===== config.mk =====
export PLATFORM = sky130hd
export DESIGN_NAME = lbc_exec
export DESIGN_NICKNAME = d
export VERILOG_FILES = /design/src/pkg/lbc_pkg.sv /design/src/pkg/lbc_addr_if.sv /design/src/design/lbc_exec.sv /design/src/design/lbc_bit_addr.sv
export SDC_FILE = /design/constraint.sdc
export NUM_CORES = 1
export LEC_CHECK = 0
export ABC_AREA = 1
export BUFFER_PORTS_ARGS = -buffer_cell sky130_fd_sc_hd__buf_4
export CAP_MARGIN = 20
export CORE_AREA = 3 3 113 115
export DETAILED_ROUTE_END_ITERATION = 10
export DIE_AREA = 0 0 116 118
export GPL_TIMING_DRIVEN = 0
export HOLD_SLACK_MARGIN = 0.08
export SETUP_SLACK_MARGIN = 0.2
export SLEW_MARGIN = 20
export SYNTH_ARGS = -nofsm -noshare
export SYNTH_HDL_FRONTEND = slang
export SYNTH_SLANG_ARGS = --single-unit
export TNS_END_PERCENT = 10

===== constraint.sdc =====
create_clock -name REF_CLK -period 1.4 [get_ports REF_CLK]
set_input_delay 0.07 -clock REF_CLK [delete_from_list [all_inputs] [get_ports REF_CLK]]
set_output_delay 0.07 -clock REF_CLK [all_outputs]
set_load 0.02 [all_outputs]

===== src/pkg/lbc_pkg.sv =====
// Constants and types for the logic-AND and bit-clear execute block
package lbc_pkg;
    // ----------------------------------------
    // First opcode bytes
    // ----------------------------------------
    localparam logic [7:0] OPC_AND_IMM = 8'hdd;
    localparam logic [7:0] OPC_AND_MEM = 8'h39;
    localparam logic [7:0] OPC_AND_PAIR = 8'hdc;
    localparam logic [7:0] OPC_BAND = 8'hf5;
    localparam logic [7:0] OPC_BIT_CLEAR = 8'hfe;
    localparam logic [7:0] BIT_CLEAR_DIR_MASK = 8'hcf;
    localparam logic [7:0] BIT_CLEAR_DIR_CODE = 8'hc0;
    // ----------------------------------------
    // Second byte fields
    // ----------------------------------------
    localparam logic [3:0] AND_SECOND_HI = 4'h1;
    localparam int PAIR_DIR_POS = 3;
    localparam logic [3:0] INDEXED_HI = 4'h4;
    localparam logic [1:0] PTR_DIRECT_HI = 2'h0;
    localparam int HIGH_IO_POS = 7;
    localparam int HIGH_IO_PAGE_POS = 6;
    // ----------------------------------------
    // Address formation
    // ----------------------------------------
    localparam int ADDR_W = 12;
    localparam logic [3:0] PAGE_LOW = 4'h0;
    localparam logic [3:0] PAGE_HIGH = 4'hf;
    localparam logic [3:0] HIGH_IO_FB = 4'hb;
    localparam logic [3:0] HIGH_IO_FF = 4'hf;
    localparam logic [1:0] INDEXED_TOP = 2'h3;
    localparam logic [3:0] BIT_ONE = 4'h1;

    typedef enum logic [2:0] {
        AM_DIRECT, AM_HIGH_IO, AM_INDEXED, AM_PTR_DIRECT, AM_POINTER
    } lbc_amode_t;

    typedef enum logic [2:0] {
        K_NONE, K_AND_IMM, K_AND_MEM, K_AND_PAIR, K_BAND, K_BIT_CLEAR_DIR, K_BIT_CLEAR
    } lbc_kind_t;

    typedef enum logic [2:0] {
        OP_NONE, OP_AND_IMM, OP_AND_MEM, OP_AND_EA_PAIR, OP_AND_PAIR_EA, OP_BAND, OP_BIT_CLEAR
    } lbc_op_t;

    typedef enum logic {ST_FIRST, ST_SECOND} lbc_state_t;
endpackage


===== src/pkg/lbc_addr_if.sv =====
// Bit-address request and answer between decoder and address former
`timescale 1ns/1ps
interface lbc_addr_if;
    lbc_pkg::lbc_amode_t mode;
    logic [7:0] byte1;
    logic [7:0] byte2;
    logic [3:0] h;
    logic [3:0] l;
    logic bank_en;
    logic [3:0] bank_sel;
    logic [11:0] addr;
    logic [1:0] bit_no;

    modport user (output mode, byte1, byte2, h, l, bank_en, bank_sel, input addr, bit_no);
    modport former (input mode, byte1, byte2, h, l, bank_en, bank_sel, output addr, bit_no);
endinterface


===== src/design/lbc_exec.sv =====
// Decode and execute of nibble/byte AND, carry-bit AND and bit clear
// Function
// - AND result bit is one only when both operand bits are one.
// - Result goes to destination; source operand keeps its contents.
// - Accumulator AND immediate is two bytes, two cycles, data in low nibble.
// - Accumulator AND pointer-pair memory is one byte, one cycle.
// - Pair into extended accumulator: two bytes, bit 3 set, r2 r1 select.
// - Extended accumulator into pair: same first byte, bit 3 clear.
// - Carry bit AND clears carry on zero bit, keeps it on one.
// - Carry bit AND never modifies the source bit.
// - Every carry bit AND form is two bytes and two cycles.
// - Indexed address is six one bits, four encoded bits, then L bits 3-2; L 1-0 bit.
// - Pointer plus direct uses H high nibble, direct low nibble.
// - Bit clear zeroes only the addressed bit.
// - Bit clear has four addressing forms, each two bytes, two cycles.
// - Pointer plus direct bit clear always acts on bank 0.
`timescale 1ns/1ps
module lbc_exec (
    input wire logic REF_CLK,
    input wire logic RST_B,
    input wire logic CE,
    input wire logic IR_VALID,
    input wire logic [7:0] IR_BYTE,
    output logic IR_TAKEN,
    input wire logic [3:0] A_IN,
    input wire logic [7:0] EA_IN,
    input wire logic [3:0] H_IN,
    input wire logic [3:0] L_IN,
    input wire logic [7:0] PAIR_RD,
    input wire logic [3:0] MEM_RD_DATA,
    input wire logic C_IN,
    input wire logic BANK_EN,
    input wire logic [3:0] BANK_SEL,
    output logic [11:0] MEM_ADDR,
    output logic MEM_RE,
    output logic [1:0] PAIR_SEL,
    output logic ACC_WE,
    output logic [3:0] ACC_WR,
    output logic EA_WE,
    output logic [7:0] EA_WR,
    output logic PAIR_WE,
    output logic [1:0] PAIR_WSEL,
    output logic [7:0] PAIR_WR,
    output logic C_WE,
    output logic C_WR,
    output logic MEM_WE,
    output logic [11:0] MEM_WADDR,
    output logic [3:0] MEM_WR,
    output logic DONE
);
    // ----------------------------------------
    // First byte classification
    // ----------------------------------------
    function automatic lbc_pkg::lbc_kind_t kind_of(input logic [7:0] b);
        if ((b & lbc_pkg::BIT_CLEAR_DIR_MASK) == lbc_pkg::BIT_CLEAR_DIR_CODE) begin
            kind_of = lbc_pkg::K_BIT_CLEAR_DIR;
        end else begin
            // AND, carry AND and bit clear first bytes
            unique case (b)
                lbc_pkg::OPC_AND_IMM: kind_of = lbc_pkg::K_AND_IMM;
                lbc_pkg::OPC_AND_MEM: kind_of = lbc_pkg::K_AND_MEM;
                lbc_pkg::OPC_AND_PAIR: kind_of = lbc_pkg::K_AND_PAIR;
                lbc_pkg::OPC_BAND: kind_of = lbc_pkg::K_BAND;
                lbc_pkg::OPC_BIT_CLEAR: kind_of = lbc_pkg::K_BIT_CLEAR;
                default: kind_of = lbc_pkg::K_NONE;
            endcase
        end
    endfunction

    // second byte selects bit addressing form
    function automatic lbc_pkg::lbc_amode_t mode_of(input logic [7:0] b);
        if (b[lbc_pkg::HIGH_IO_POS]) begin
            mode_of = lbc_pkg::AM_HIGH_IO;
        end else if (b[7:4] == lbc_pkg::INDEXED_HI) begin
            mode_of = lbc_pkg::AM_INDEXED;
        end else begin
            mode_of = lbc_pkg::AM_PTR_DIRECT;
        end
    endfunction

    lbc_pkg::lbc_state_t state, next_state;
    lbc_pkg::lbc_kind_t kind, next_kind;
    logic [7:0] first, next_first;
    lbc_pkg::lbc_op_t ex_op, next_ex_op;
    logic [11:0] next_mem_addr;
    logic [1:0] ex_bit, next_ex_bit;
    logic [3:0] ex_imm, next_ex_imm;
    logic [1:0] next_pair_sel;
    logic next_mem_re;
    logic bad_form;

    lbc_addr_if ai ();

    lbc_bit_addr u_addr (
        .af(ai.former)
    );

    assign ai.byte1 = first;
    assign ai.byte2 = IR_BYTE;
    assign ai.h = H_IN;
    assign ai.l = L_IN;
    assign ai.bank_en = BANK_EN;
    assign ai.bank_sel = BANK_SEL;
    assign ai.mode = (state == lbc_pkg::ST_FIRST) ? lbc_pkg::AM_POINTER
                   : (kind == lbc_pkg::K_BIT_CLEAR_DIR) ? lbc_pkg::AM_DIRECT
                   : mode_of(IR_BYTE);
    assign bad_form = (IR_BYTE[7:6] == 2'h1) && (IR_BYTE[7:4] != lbc_pkg::INDEXED_HI);
    assign IR_TAKEN = IR_VALID &&
                      ((state == lbc_pkg::ST_SECOND) || (kind_of(IR_BYTE) != lbc_pkg::K_NONE));

    // ----------------------------------------
    // Decode stage
    // ----------------------------------------
    always_comb begin
        next_state = state;
        next_kind = kind;
        next_first = first;
        next_ex_op = lbc_pkg::OP_NONE;
        next_mem_addr = MEM_ADDR;
        next_ex_bit = ex_bit;
        next_ex_imm = ex_imm;
        next_pair_sel = PAIR_SEL;
        next_mem_re = 1'b0;
        if (IR_VALID) begin
            unique case (state)
                lbc_pkg::ST_FIRST: begin
                    next_first = IR_BYTE;
                    next_kind = kind_of(IR_BYTE);
                    if (kind_of(IR_BYTE) == lbc_pkg::K_AND_MEM) begin
                        next_ex_op = lbc_pkg::OP_AND_MEM;
                        next_mem_addr = ai.addr;
                        next_mem_re = 1'b1;
                    end else if (kind_of(IR_BYTE) != lbc_pkg::K_NONE) begin
                        next_state = lbc_pkg::ST_SECOND;
                    end
                end
                lbc_pkg::ST_SECOND: begin
                    // second byte completes every two-byte form
                    next_state = lbc_pkg::ST_FIRST;
                    next_mem_addr = ai.addr;
                    next_ex_bit = ai.bit_no;
                    unique case (kind)
                        lbc_pkg::K_AND_IMM: begin
                            next_ex_imm = IR_BYTE[3:0];
                            if (IR_BYTE[7:4] == lbc_pkg::AND_SECOND_HI) begin
                                next_ex_op = lbc_pkg::OP_AND_IMM;
                            end
                        end
                        // bit 3 set, bit 3 clear
                        lbc_pkg::K_AND_PAIR: begin
                            next_pair_sel = IR_BYTE[2:1];
                            if (IR_BYTE[7:4] == lbc_pkg::AND_SECOND_HI && !IR_BYTE[0]) begin
                                next_ex_op = IR_BYTE[lbc_pkg::PAIR_DIR_POS]
                                           ? lbc_pkg::OP_AND_EA_PAIR
                                           : lbc_pkg::OP_AND_PAIR_EA;
                            end
                        end
                        lbc_pkg::K_BAND: begin
                            next_mem_re = !bad_form;
                            next_ex_op = bad_form ? lbc_pkg::OP_NONE : lbc_pkg::OP_BAND;
                        end
                        lbc_pkg::K_BIT_CLEAR: begin
                            next_mem_re = !bad_form;
                            next_ex_op = bad_form ? lbc_pkg::OP_NONE : lbc_pkg::OP_BIT_CLEAR;
                        end
                        lbc_pkg::K_BIT_CLEAR_DIR: begin
                            next_mem_re = 1'b1;
                            next_ex_op = lbc_pkg::OP_BIT_CLEAR;
                        end
                        default: next_ex_op = lbc_pkg::OP_NONE;
                    endcase
                end
            endcase
        end
    end

    always_ff @(posedge REF_CLK or negedge RST_B) begin
        if (!RST_B) begin
            state <= lbc_pkg::ST_FIRST;
            kind <= lbc_pkg::K_NONE;
            first <= 8'h00;
            ex_op <= lbc_pkg::OP_NONE;
            MEM_ADDR <= 12'h000;
            ex_bit <= 2'h0;
            ex_imm <= 4'h0;
            PAIR_SEL <= 2'h0;
            MEM_RE <= 1'b0;
        end else if (CE) begin
            state <= next_state;
            kind <= next_kind;
            first <= next_first;
            ex_op <= next_ex_op;
            MEM_ADDR <= next_mem_addr;
            ex_bit <= next_ex_bit;
            ex_imm <= next_ex_imm;
            PAIR_SEL <= next_pair_sel;
            MEM_RE <= next_mem_re;
        end
    end

    // ----------------------------------------
    // Execute and write-back stage
    // ----------------------------------------
    // Reads come back in the execute cycle; writes land one cycle later, so the
    // core must not issue a dependent read in that gap.
    logic next_acc_we, next_ea_we, next_pair_we, next_c_we, next_c_wr, next_mem_we;
    logic [3:0] next_acc_wr, next_mem_wr;
    logic [7:0] next_ea_wr, next_pair_wr;

    always_comb begin
        next_acc_we = 1'b0;
        next_acc_wr = ACC_WR;
        next_ea_we = 1'b0;
        next_ea_wr = EA_WR;
        next_pair_we = 1'b0;
        next_pair_wr = PAIR_WR;
        next_c_we = 1'b0;
        next_c_wr = C_WR;
        next_mem_we = 1'b0;
        next_mem_wr = MEM_WR;
        unique case (ex_op)
            lbc_pkg::OP_NONE: next_acc_we = 1'b0;
            lbc_pkg::OP_AND_IMM: begin
                next_acc_we = 1'b1;
                next_acc_wr = A_IN & ex_imm;
            end
            lbc_pkg::OP_AND_MEM: begin
                next_acc_we = 1'b1;
                next_acc_wr = A_IN & MEM_RD_DATA;
            end
            lbc_pkg::OP_AND_EA_PAIR: begin
                next_ea_we = 1'b1;
                next_ea_wr = EA_IN & PAIR_RD;
            end
            lbc_pkg::OP_AND_PAIR_EA: begin
                next_pair_we = 1'b1;
                next_pair_wr = PAIR_RD & EA_IN;
            end
            // clear on zero, no memory write
            lbc_pkg::OP_BAND: begin
                next_c_we = !MEM_RD_DATA[ex_bit];
                next_c_wr = C_IN & MEM_RD_DATA[ex_bit];
            end
            lbc_pkg::OP_BIT_CLEAR: begin
                next_mem_we = 1'b1;
                next_mem_wr = MEM_RD_DATA & ~(lbc_pkg::BIT_ONE << ex_bit);
            end
        endcase
    end

    always_ff @(posedge REF_CLK or negedge RST_B) begin
        if (!RST_B) begin
            ACC_WE <= 1'b0;
            ACC_WR <= 4'h0;
            EA_WE <= 1'b0;
            EA_WR <= 8'h00;
            PAIR_WE <= 1'b0;
            PAIR_WSEL <= 2'h0;
            PAIR_WR <= 8'h00;
            C_WE <= 1'b0;
            C_WR <= 1'b0;
            MEM_WE <= 1'b0;
            MEM_WADDR <= 12'h000;
            MEM_WR <= 4'h0;
            DONE <= 1'b0;
        end else if (CE) begin
            ACC_WE <= next_acc_we;
            ACC_WR <= next_acc_wr;
            EA_WE <= next_ea_we;
            EA_WR <= next_ea_wr;
            PAIR_WE <= next_pair_we;
            PAIR_WSEL <= PAIR_SEL;
            PAIR_WR <= next_pair_wr;
            C_WE <= next_c_we;
            C_WR <= next_c_wr;
            MEM_WE <= next_mem_we;
            MEM_WADDR <= MEM_ADDR;
            MEM_WR <= next_mem_wr;
            DONE <= (ex_op != lbc_pkg::OP_NONE);
        end
    end

    // ----------------------------------------
    // Checks
    // ----------------------------------------
    chk_and_imm_value: assert property (@(posedge REF_CLK) disable iff (!RST_B)
        (CE && ex_op == lbc_pkg::OP_AND_IMM) |=> ACC_WE && ACC_WR == ($past(A_IN) & $past(ex_imm)))
        else $error("immediate AND result wrong");
    chk_mem_one_cycle: assert property (@(posedge REF_CLK) disable iff (!RST_B)
        (CE && IR_VALID && state == lbc_pkg::ST_FIRST && IR_BYTE == lbc_pkg::OPC_AND_MEM)
        |=> ex_op == lbc_pkg::OP_AND_MEM && MEM_RE && state == lbc_pkg::ST_FIRST)
        else $error("indirect AND not one cycle");
    chk_pair_source_kept: assert property (@(posedge REF_CLK) disable iff (!RST_B)
        (CE && ex_op == lbc_pkg::OP_AND_EA_PAIR) |=> EA_WE && !PAIR_WE && !ACC_WE)
        else $error("source pair written");
    chk_band_clears: assert property (@(posedge REF_CLK) disable iff (!RST_B)
        (CE && ex_op == lbc_pkg::OP_BAND && !MEM_RD_DATA[ex_bit]) |=> C_WE && !C_WR)
        else $error("carry not cleared");
    chk_band_keeps: assert property (@(posedge REF_CLK) disable iff (!RST_B)
        (CE && ex_op == lbc_pkg::OP_BAND && MEM_RD_DATA[ex_bit]) |=> !C_WE && !MEM_WE)
        else $error("carry or source disturbed");
    chk_bit_clear_one_bit: assert property (@(posedge REF_CLK) disable iff (!RST_B)
        (CE && ex_op == lbc_pkg::OP_BIT_CLEAR) |=> MEM_WE && MEM_WADDR == $past(MEM_ADDR)
        && (MEM_WR ^ $past(MEM_RD_DATA)) == ($past(MEM_RD_DATA) & (4'h1 << $past(ex_bit))))
        else $error("bit clear touched other bits");
    chk_two_byte_wait: assert property (@(posedge REF_CLK) disable iff (!RST_B)
        (CE && IR_TAKEN && state == lbc_pkg::ST_FIRST && IR_BYTE == lbc_pkg::OPC_BIT_CLEAR)
        |=> state == lbc_pkg::ST_SECOND && ex_op == lbc_pkg::OP_NONE)
        else $error("two-byte form finished early");
    chk_indexed_addr: assert property (@(posedge REF_CLK) disable iff (!RST_B)
        (CE && IR_VALID && state == lbc_pkg::ST_SECOND && kind == lbc_pkg::K_BAND
        && IR_BYTE[7:4] == 4'h4) |=> MEM_ADDR == {6'h3f, $past(IR_BYTE[3:0]), $past(L_IN[3:2])}
        && ex_bit == $past(L_IN[1:0]))
        else $error("indexed address wrong");
    chk_ptr_bank_zero: assert property (@(posedge REF_CLK) disable iff (!RST_B)
        (CE && IR_VALID && state == lbc_pkg::ST_SECOND && kind == lbc_pkg::K_BIT_CLEAR
        && IR_BYTE[7:6] == 2'h0) |=> MEM_ADDR == {4'h0, $past(H_IN), $past(IR_BYTE[3:0])})
        else $error("pointer plus direct not bank 0");
endmodule


===== src/design/lbc_bit_addr.sv =====
// Nibble address and bit number former for all operand forms
`timescale 1ns/1ps
module lbc_bit_addr (
    lbc_addr_if.former af
);
    // ----------------------------------------
    // Bank mapping
    // ----------------------------------------
    function automatic logic [11:0] banked(input logic en, input logic [3:0] sel,
                                           input logic [7:0] a);
        if (en) begin
            banked = {sel, a};
        end else begin
            // Without banking, the upper half maps onto the I/O page
            banked = {(a[7] ? lbc_pkg::PAGE_HIGH : lbc_pkg::PAGE_LOW), a};
        end
    endfunction

    always_comb begin
        af.addr = '0;
        af.bit_no = '0;
        unique case (af.mode)
            lbc_pkg::AM_DIRECT: begin
                af.addr = banked(af.bank_en, af.bank_sel, af.byte2);
                af.bit_no = af.byte1[5:4];
            end
            lbc_pkg::AM_HIGH_IO: begin
                af.addr = {lbc_pkg::PAGE_HIGH,
                           (af.byte2[lbc_pkg::HIGH_IO_PAGE_POS] ? lbc_pkg::HIGH_IO_FF
                                                                 : lbc_pkg::HIGH_IO_FB),
                           af.byte2[3:0]};
                af.bit_no = af.byte2[5:4];
            end
            lbc_pkg::AM_INDEXED: begin
                af.addr = {lbc_pkg::PAGE_HIGH, lbc_pkg::INDEXED_TOP, af.byte2[3:0], af.l[3:2]};
                af.bit_no = af.l[1:0];
            end
            // H plus direct, always bank 0
            lbc_pkg::AM_PTR_DIRECT: begin
                af.addr = {lbc_pkg::PAGE_LOW, af.h, af.byte2[3:0]};
                af.bit_no = af.byte2[5:4];
            end
            lbc_pkg::AM_POINTER: begin
                af.addr = banked(af.bank_en, af.bank_sel, {af.h, af.l});
                af.bit_no = '0;
            end
            default: begin
                af.addr = '0;
                af.bit_no = '0;
            end
        endcase
    end
endmodule


==> flow_metrics.py, run 1 <==
metrics = {
    "grt": {
        "first_global_vias": 3745,
        "grt_max_degree": 76,
        "grt_use_total_pct": 16.8,
        "grt-ovfl-total": 0,
        "grt_pass1_wl_um": 18200,
        "antenna_found_initial": 0,
    },
    "placed_design": {
        "place_inst": 713,
        "port-buffer-count": 109,
        "gp_congestion": 0.889,
        "hpwlAfterDp_um": 7840,
        "dpl_cell_area_mm2": 0.00458,
    },
    "critical_path": {
        "r2r_cells": 9,
        "crit_path_start": "state",
        "cp_num_buf_inv": 4,
        "slowest_stage": "dfrtp_1",
        "required_ns": 1.68,
        "cp-start-kind": "flop",
        "r2r-end": "MEM_ADDR[11]",
        "critical_path.cell_chain": "buf_6 -> buf_6 -> buf_12 -> buf_8 -> o21ai_4 -> a21oi_4 -> o21ai_2 -> nand2_1 -> nand2_1",
        "crit_type": "reg -> reg",
        "slowest_delay_ns": 0.37,
        "crit_arrival_ns": 1.69,
        "endpoint": "MEM_ADDR[11]",
        "rrSetupSlack_ns": -0.02,
        "worst-path-stages": 9,
        "r2r-start": "state",
        "crit_fanout": 6,
        "crit_family": "buffers and inverters",
        "crit_path_end_kind": "flop",
    },
    "synth": {
        "synth-edff-count": 0,
        "synth_area_mm2": 0.00356,
        "syn_nets": 507,
        "synth_cells": 457,
        "ys_ff_latch": 75,
        "synthArstFlopShare_pct": 100,
        "synth_flop_cell": "dfrtp_1",
        "seq_area_frac_synth_pct": 52.8,
        "synth.distinct_cells": 28,
        "yosys_warnings": 0,
        "avgSynthCellArea_um2": 7.78,
    },
    "sta": {
        "worstMarginPinSlew_ns": 0.953,
        "setup_tns_ns": -0.0340,
        "min_period_over_period_pct": 101,
        "slew_viol_final": 0,
        "relSlewSlack_pct": 36.4,
        "setup_violations": 2,
        "clock_skew_ns": 0.00529,
        "hold_viol_final": 75,
        "fmax_ghz": 0.706,
        "hold_ws_ns": -0.116,
        "layout_min_cycle_time_ns": 1.42,
        "setup_ws_ns": -0.0172,
        "rsz0062_at_grt": "true",
    },
    "clock_tree": {
        "clk_latency_ns": 0.33,
        "clock_sinks": 75,
        "cts_tree": "done",
        "cts_root_buffer": "clkbuf_16",
        "ctsLongestPathBuffers": 2,
        "numCtsBuffers": 9,
        "clk_pin_slew_ns": 0.06,
        "cts_hold_buf": 29,
        "cts_max_level": 3,
    },
    "finish": {
        "fin_util_pct": 46.3,
        "fin_nets": 667,
        "diodes": 0,
        "stdcell_area_mm2": 0.00552,
        "drive_gt1_share_pct": 31.4,
        "areaGrowthSynthToFinish_pct": 55.1,
        "instances_no_fill": 769,
    },
    "route": {
        "drtPass1Iterations": 4,
        "drt-initial-drc-count": 248,
        "post_drt_wl_per_cell_um": 14.6,
        "ant_nets": 0,
        "via_per_inst": 4.72,
        "drt-total-wl_um": 11300,
        "vias": 3628,
        "drc": 0,
    },
    "floorplanning": {
        "core_mm2": 0.0119,
        "rows": 40,
        "start_util_pct": 29.9,
        "die_w_um": 116,
        "die_h_um": 118,
        "dieArea_mm2": 0.0137,
        "io_pins": 111,
    },
    "power_and_ir_drop": {
        "swShare_pct": 28.7,
        "vdd_drop_max_uv": 653,
        "p_leak_uw": 0.00284,
        "clockPowerShare_pct": 38.7,
        "p_per_area_mw_per_mm2": 1170,
        "p_seq_share_pct": 39.9,
        "p_comb_share_pct": 21.3,
        "p_int_uw": 4610,
        "power.switching_uw": 1850,
    },
    "run": {
        "cap_violations": 0,
    },
    "min_path": {
        "min_path_type": "in -> async",
    },
    "outcome": {
        "status": "finished, violations left",
        "violations": "negative hold slack, negative setup slack",
    },
}
[area by class of cell]
type	count	area [um^2]
buffer	10	78.8
clock buffer	12	246
clock inverter	4	73.8
fill	1177	6390
inverter	37	149
multi-input combinational	335	1680
sequential	75	1880
tap	147	184
timing repair buffer	149	1220
[Yosys cell counts, types with 3 or more instances]
library cell,instances,area (um^2)
nor3_1,4,20.0
buf_4,3,22.5
nor2_1,22,82.6
a21oi_1,8,40.0
nor2_2,4,25.0
o21ai_0,40,200
inv_2,5,18.8
nand4_1,9,56.3
nand2_1,212,796
dfrtp_1,75,1880
nand3_1,16,80.1
a22oi_1,3,22.5
inv_1,32,120
clkbuf_1,4,15.0
[registers in the layout (all words and copies together) (netlist names), 3 cells and up]
signal     cells
ACC_WR         4
EA_WR          8
MEM_ADDR      12
MEM_WADDR     12
MEM_WR         4
PAIR_WR        8
ex_imm         4
ex_op          3
kind           3
[worst min path at each step]
stage	endpoint	slack [ns]	cells after the start
floorplan	ACC_WE	-0.23	0
global placement	ACC_WR[3]	0.27	1
detailed placement	ACC_WR[1]	0.29	1
CTS	ex_imm[2]	-0.07	1
global route	ex_imm[3]	-0.01	1
finish	ACC_WR[0]	-0.12	1
[logic make-up (layout without fill, tap and decap cells)]
family          after synthesis  in the layout  share of synthesized area (%)
flops                        75             75                           52.8
simple gates                271            271                           31.3
compound gates               64             64                           10.2
buf+inv                      47            212                           5.73
[timing repair]
action / CTS / global route
setup buffers: 10 / 1
hold endpoints to repair: 108 / 75
setup endpoints to repair: 49 / 56
pin swaps: 9 / 15
resized for setup: 42 / 35
[cell usage in the layout (no fill, tap or decap), types with 3 or more instances in the layout]
cell type | netlist | final
buf_4 | 3 | 118
nor2_4 | 2 | 8
inv_2 | 5 | 11
a22oi_1 | 3 | 3
o21ai_2 | 1 | 4
clkbuf_16 | 0 | 9
nand3_1 | 16 | 16
buf_6 | 2 | 7
nand4_1 | 9 | 9
o21ai_1 | 2 | 7
nor2_2 | 4 | 3
nor2_1 | 22 | 17
clkbuf_1 | 4 | 5
inv_1 | 32 | 24
dlygate4sd3_1 | 0 | 29
nand2_2 | 0 | 6
a21oi_1 | 8 | 4
o21ai_0 | 40 | 30
dfrtp_1 | 75 | 73
nand2_1 | 212 | 200
nand2_4 | 0 | 5
a21oi_2 | 0 | 3
nor3_1 | 4 | 3
[metal layers]
layer	track usage [%]	up-vias	routed length, um
met3	3.86	13	649
li1	-	1791	-
met1	21.8	1716	4980
met5	0	-	0
met2	27.2	108	5490
met4	5.87	0	137
[power by group through the flow]
stage          Sequential [uW]  Combinational (uW)  Clock [uW]
2_1_floorplan             2820                 384           0
3_3_place_gp              2610                1230           0
3_5_place_dp              2610                1250           0
4_1_cts                   2580                1360        2560
5_1_grt                   2610                1520        2670
6_report                  2580                1380        2500
[through the flow]
step                power (uW)  worst slack (ns)
floorplan                 3210             0.187
global placement          3840            -0.146
detailed placement        3860            -0.171
CTS                       6510           -0.0291
global route              6800           -0.0952
finish                    6460           -0.0172
Power figures use the tool's default switching activity.
==> run 2: changes to the inputs <==
PLACE_DENSITY = 0.58   (was not set)
==> flow_metrics.py, run 2 (same netlist as run 1, synthesis figures left out) <==
metrics = {
    "finish": {
        "areaGrowthSynthToFinish_pct": 52.9,
        "final_common_cell": "nand2_1",
        "largestRegisters": "MEM_ADDR: 12 flops, MEM_WADDR: 12 flops",
        "mostFrequentLayoutCells": "199 x nand2_1, 117 x buf_4, 73 x dfrtp_1",
        "stdcell_area_mm2": 0.00544,
        "fin_util_pct": 45.7,
        "seq_area_mm2": 0.00188,
        "fin_nets": 665,
        "nFillCells": 1167,
        "multi_input_area_mm2": 0.00167,
        "diodes": 0,
        "instances_no_fill": 766,
        "drive_gt1_share_pct": 30.9,
    },
    "floorplanning": {
        "core_mm2": 0.0119,
        "die_h_um": 118,
        "dieArea_mm2": 0.0137,
        "start_util_pct": 29.9,
        "rows": 40,
        "io_pins": 111,
        "die_w_um": 116,
    },
    "power_and_ir_drop": {
        "swShare_pct": 29.8,
        "vdd_drop_max_uv": 644,
        "p_per_area_mw_per_mm2": 1140,
        "power.switching_uw": 1850,
        "p_comb_share_pct": 21.7,
        "p_leak_uw": 0.00281,
        "p_seq_share_pct": 41.6,
        "clockPowerShare_pct": 36.7,
        "p_int_uw": 4360,
    },
    "grt": {
        "grt-ovfl-total": 0,
        "antenna_found_initial": 0,
        "grt_max_degree": 76,
        "grt_use_total_pct": 16.1,
        "grt_pass1_wl_um": 17600,
        "first_global_vias": 3569,
    },
    "sta": {
        "setup_ws_ns": -0.0335,
        "clock_skew_ns": 0.00526,
        "layout_min_cycle_time_ns": 1.43,
        "rsz0062_at_grt": "true",
        "fmax_ghz": 0.698,
        "setup_violations": 1,
        "worstMarginPinSlew_ns": 0.680,
        "hold_viol_final": 0,
        "relSlewSlack_pct": 54.7,
        "slew_viol_final": 0,
        "min_period_over_period_pct": 102,
    },
    "clock_tree": {
        "numCtsBuffers": 9,
        "cts_max_level": 3,
        "ctsLongestPathBuffers": 2,
        "cts_root_buffer": "clkbuf_16",
        "clk_latency_ns": 0.33,
        "cts_tree": "done",
        "clock_sinks": 75,
        "clk_pin_slew_ns": 0.06,
    },
    "critical_path": {
        "required_ns": 1.33,
        "crit_path_end_kind": "output pin",
        "r2r-start": "kind[2]",
        "crit_arrival_ns": 1.36,
        "cp-start-kind": "flop",
        "r2r_cells": 7,
        "crit_type": "reg -> out",
        "r2r-end": "ex_bit[0]",
        "rrSetupSlack_ns": 0.01,
        "crit_fanout": 3,
    },
    "outcome": {
        "status": "finished, violations left",
        "violations": "negative setup slack",
    },
    "route": {
        "vias": 3556,
        "post_drt_wl_per_cell_um": 14.0,
        "ant_nets": 0,
        "drt-total-wl_um": 10700,
        "via_per_inst": 4.64,
        "drc": 0,
        "drt-initial-drc-count": 231,
        "drtPass1Iterations": 4,
    },
    "placed_design": {
        "gp_congestion": 0.881,
        "dpl_cell_area_mm2": 0.00458,
        "place_inst": 713,
        "hpwlAfterDp_um": 7680,
        "port-buffer-count": 109,
        "dpl_worst_slack_ns": -0.173,
    },
    "run": {
        "cap_violations": 0,
    },
    "min_path": {
        "min_path_type": "in -> reg",
        "worstHoldStart": "IR_BYTE[4]",
        "hold_depth": 3,
        "min_to": "ai.byte1[4]",
    },
}
## run 2: metrics by stage
step | power [uW] | hold slack, ns | setup TNS (ns)
3_3_place_gp | 3840 | 0.265 | -0.657
2_1_floorplan | 3210 | -0.226 | 0
4_1_cts | 6270 | 0.0828 | -0.0547
6_report | 6210 | 0.0777 | -0.0335
3_5_place_dp | 3860 | 0.284 | -0.908
5_1_grt | 6520 | 0.0946 | -0.939
## run 2: power by group through the flow
stage	logic [uW]	clock network (uW)	registers, uW
6_report	1340	2280	2580
3_3_place_gp	1230	0	2610
2_1_floorplan	384	0	2820
5_1_grt	1480	2430	2610
3_5_place_dp	1240	0	2620
4_1_cts	1340	2350	2580
## run 2: layout make-up
cell class                 instances  area share [%]
buffer                            10            1.59
clock inverter                     6            1.20
multi-input combinational        335            30.6
clock buffer                       9            4.14
inverter                          37            2.78
timing repair buffer             147            21.7
tap                              147            3.38
sequential                        75            34.6
## run 2: worst max-delay path: stages, from the launching register on
cell	delay, ns
dfrtp_1	0.37
buf_6	0.13
inv_8	0.05
buf_8	0.08
nand4_1	0.08
nor2_1	0.12
nor2_1	0.05
buf_4	0.15
## run 2: layer usage
layer  vias up  part of all wire [%]  routed length, um  track usage (%)
li1       1780                     -                  -                -
met1      1666                    46               4900             21.5
met2        99                    47               5090             26.1
met3        11                   5.9                636             3.39
met4         0                   1.1                114             4.57
met5         -                     0                  0                0
## run 2: worst max-delay path by stage
stage | start | end | slack (ns) | cells past startpoint
floorplan | kind[1] | MEM_ADDR[4] | 0.19 | 10
global placement | kind[1] | MEM_ADDR[11] | -0.15 | 7
detailed placement | kind[1] | MEM_ADDR[11] | -0.17 | 7
CTS | state | IR_TAKEN | -0.05 | 7
global route | state | ex_bit[0] | -0.11 | 8
finish | state | IR_TAKEN | -0.03 | 7
## run 2: what timing repair did
item,in CTS,in global routing
endpoints found under the setup margin,49,133
cloned,0,0
hold endpoints to repair,108,0
hold buffers,30,0
resized for setup,41,31
buffers inserted,5,3
pin swaps,29,23
==> run 3: changes to the inputs <==
MAX_ROUTING_LAYER = met4   (was not set)
PLACE_DENSITY = 0.56   (was 0.58)
clock period = 1.6 ns   (was 1.4 ns; I/O delays follow)
==> flow_metrics.py, run 3 (same netlist as run 1, synthesis figures left out) <==
metrics = {
    "outcome": {
        "status": "finished clean",
    },
    "placed_design": {
        "hpwlAfterDp_um": 7600,
        "place_inst": 713,
        "gp_congestion": 0.878,
        "port-buffer-count": 109,
    },
    "critical_path": {
        "r2r-end": "ex_bit[0]",
        "crit_path_end_kind": "output pin",
        "r2r_cells": 7,
        "cp_num_buf_inv": 4,
        "critical_path.cell_chain": "buf_6 -> clkinv_4 -> buf_6 -> nand4_1 -> nor2_2 -> nor2_1 -> buf_4",
        "required_ns": 1.52,
        "r2r-start": "kind[2]",
        "crit_fanout": 3,
        "crit_arrival_ns": 1.37,
        "slowest_stage": "dfrtp_1",
        "worst-path-stages": 7,
        "crit_type": "reg -> out",
        "rrSetupSlack_ns": 0.18,
        "slowest_delay_ns": 0.37,
        "worst_path_most_repeated_cell": "buf_6",
        "crit_family": "buffers and inverters",
        "cp-start-kind": "flop",
    },
    "grt": {
        "grt_max_degree": 76,
        "first_global_vias": 3399,
        "grt_pass1_wl_um": 16800,
        "grt-ovfl-total": 0,
        "grt_use_total_pct": 15.7,
        "antenna_found_initial": 0,
    },
    "finish": {
        "largestRegisters": "MEM_ADDR: 12 flops, MEM_WADDR: 12 flops",
        "mostFrequentLayoutCells": "210 x nand2_1, 114 x buf_4, 75 x dfrtp_1",
        "nFillCells": 1224,
        "final_common_cell": "nand2_1",
        "areaGrowthSynthToFinish_pct": 47.3,
        "drive_gt1_share_pct": 25.7,
        "seq_area_mm2": 0.00188,
        "fin_util_pct": 44.0,
        "instances_no_fill": 761,
        "fin_nets": 660,
        "diodes": 0,
        "multi_input_area_mm2": 0.00151,
    },
    "clock_tree": {
        "cts_tree": "done",
        "clk_pin_slew_ns": 0.06,
        "numCtsBuffers": 9,
        "ctsLongestPathBuffers": 2,
        "clk_latency_ns": 0.32,
        "cts_max_level": 3,
        "clock_sinks": 75,
        "cts_root_buffer": "clkbuf_16",
    },
    "sta": {
        "fmax_ghz": 0.691,
        "setup_violations": 0,
        "clock_skew_ns": 0.00774,
        "layout_min_cycle_time_ns": 1.45,
        "hold_viol_final": 0,
        "rsz0062_at_grt": "true",
        "relSlewSlack_pct": 36.9,
        "slew_viol_final": 0,
        "setup_tns_ns": 0,
        "worstMarginPinSlew_ns": 0.946,
        "min_period_over_period_pct": 90.5,
    },
    "route": {
        "drc": 0,
        "post_drt_wl_per_cell_um": 13.7,
        "vias": 3520,
        "ant_nets": 0,
        "drt-total-wl_um": 10400,
        "drtPass1Iterations": 4,
        "via_per_inst": 4.63,
        "drt-initial-drc-count": 230,
    },
    "floorplanning": {
        "core_mm2": 0.0119,
        "rows": 40,
        "die_h_um": 118,
        "start_util_pct": 29.9,
        "io_pins": 111,
        "dieArea_mm2": 0.0137,
        "die_w_um": 116,
    },
    "run": {
        "cap_violations": 0,
    },
    "min_path": {
        "min_path_type": "in -> reg",
        "worstHoldStart": "H_IN[1]",
        "min_to": "MEM_ADDR[5]",
        "hold_depth": 5,
    },
    "power_and_ir_drop": {
        "p_per_area_mw_per_mm2": 1050,
        "vdd_drop_max_uv": 527,
        "p_leak_uw": 0.00276,
    },
}
[run 3: changes by cell type in the layout (fill, tap and decap cells not counted), moves of 3 or more]
cell | before | now
nand2_1 | 199 | 210
o21ai_0 | 30 | 39
o21ai_1 | 10 | 3
nand2_2 | 8 | 2
inv_1 | 26 | 31
nor2_4 | 8 | 3
inv_2 | 9 | 5
nand2_4 | 4 | 0
buf_4 | 117 | 114
inv_6 | 3 | 0
nor2_2 | 3 | 6
[run 3: stage by stage]
stage / cell area [um^2] / hold WS, ns / power (uW) / setup slack [ns]
finish: 5240 / 0.0756 / 5490 / 0.152
global route: 5240 / 0.0928 / 5770 / 0.0438
CTS: 5220 / 0.0811 / 5560 / 0.140
detailed placement: 4560 / 0.293 / 3360 / 0.0168
global placement: 4560 / 0.286 / 3350 / 0.0341
floorplan: 3560 / -0.216 / 2800 / 0.274
[run 3: tightest hold or removal path, stage by stage]
cell and delay (ns):
buf_4 0.08, nand2_1 0.05, nand2_1 0.06, nand2_1 0.05, nand2_1 0.05
[run 3: how the worst max path moves through the flow]
stage	from	end
floorplan	state	kind[2]
finish	state	IR_TAKEN
global placement	kind[1]	MEM_ADDR[11]
CTS	state	IR_TAKEN
detailed placement	kind[1]	MEM_ADDR[11]
global route	state	IR_TAKEN
[run 3: power breakdown]
part / switching, uW / leakage (uW) / internal, uW
sequential: 152 / 0.00101 / 2100
combinational: 644 / 0.00160 / 492
clock: 747 / 0.000152 / 1350
total: 1540 / 0.00276 / 3950
[run 3: layout make-up]
type / count / area share, %
sequential: 75 / 35.8
clock buffer: 10 / 4.37
clock inverter: 5 / 1.50
buffer: 10 / 1.41
timing repair buffer: 142 / 21.7
multi-input combinational: 335 / 28.9
tap: 147 / 3.51
inverter: 37 / 2.75
[run 3: per-layer routing]
layer  track usage [%]  vias to the layer above  wire, um
met5                 -                        -         0
met4              3.84                        0       108
met3              2.88                       13       651
met2              23.8                      131      4700
met1              21.7                     1603      4960
li1                  -                     1773         -
[run 3: repair_timing]
action	in CTS	in global routing
resized for setup	9	10
hold buffers	29	0
buffers inserted	4	0
endpoints found under the setup margin	28	45
gates cloned	0	0
pin swaps	1	2
hold endpoints to repair	106	0
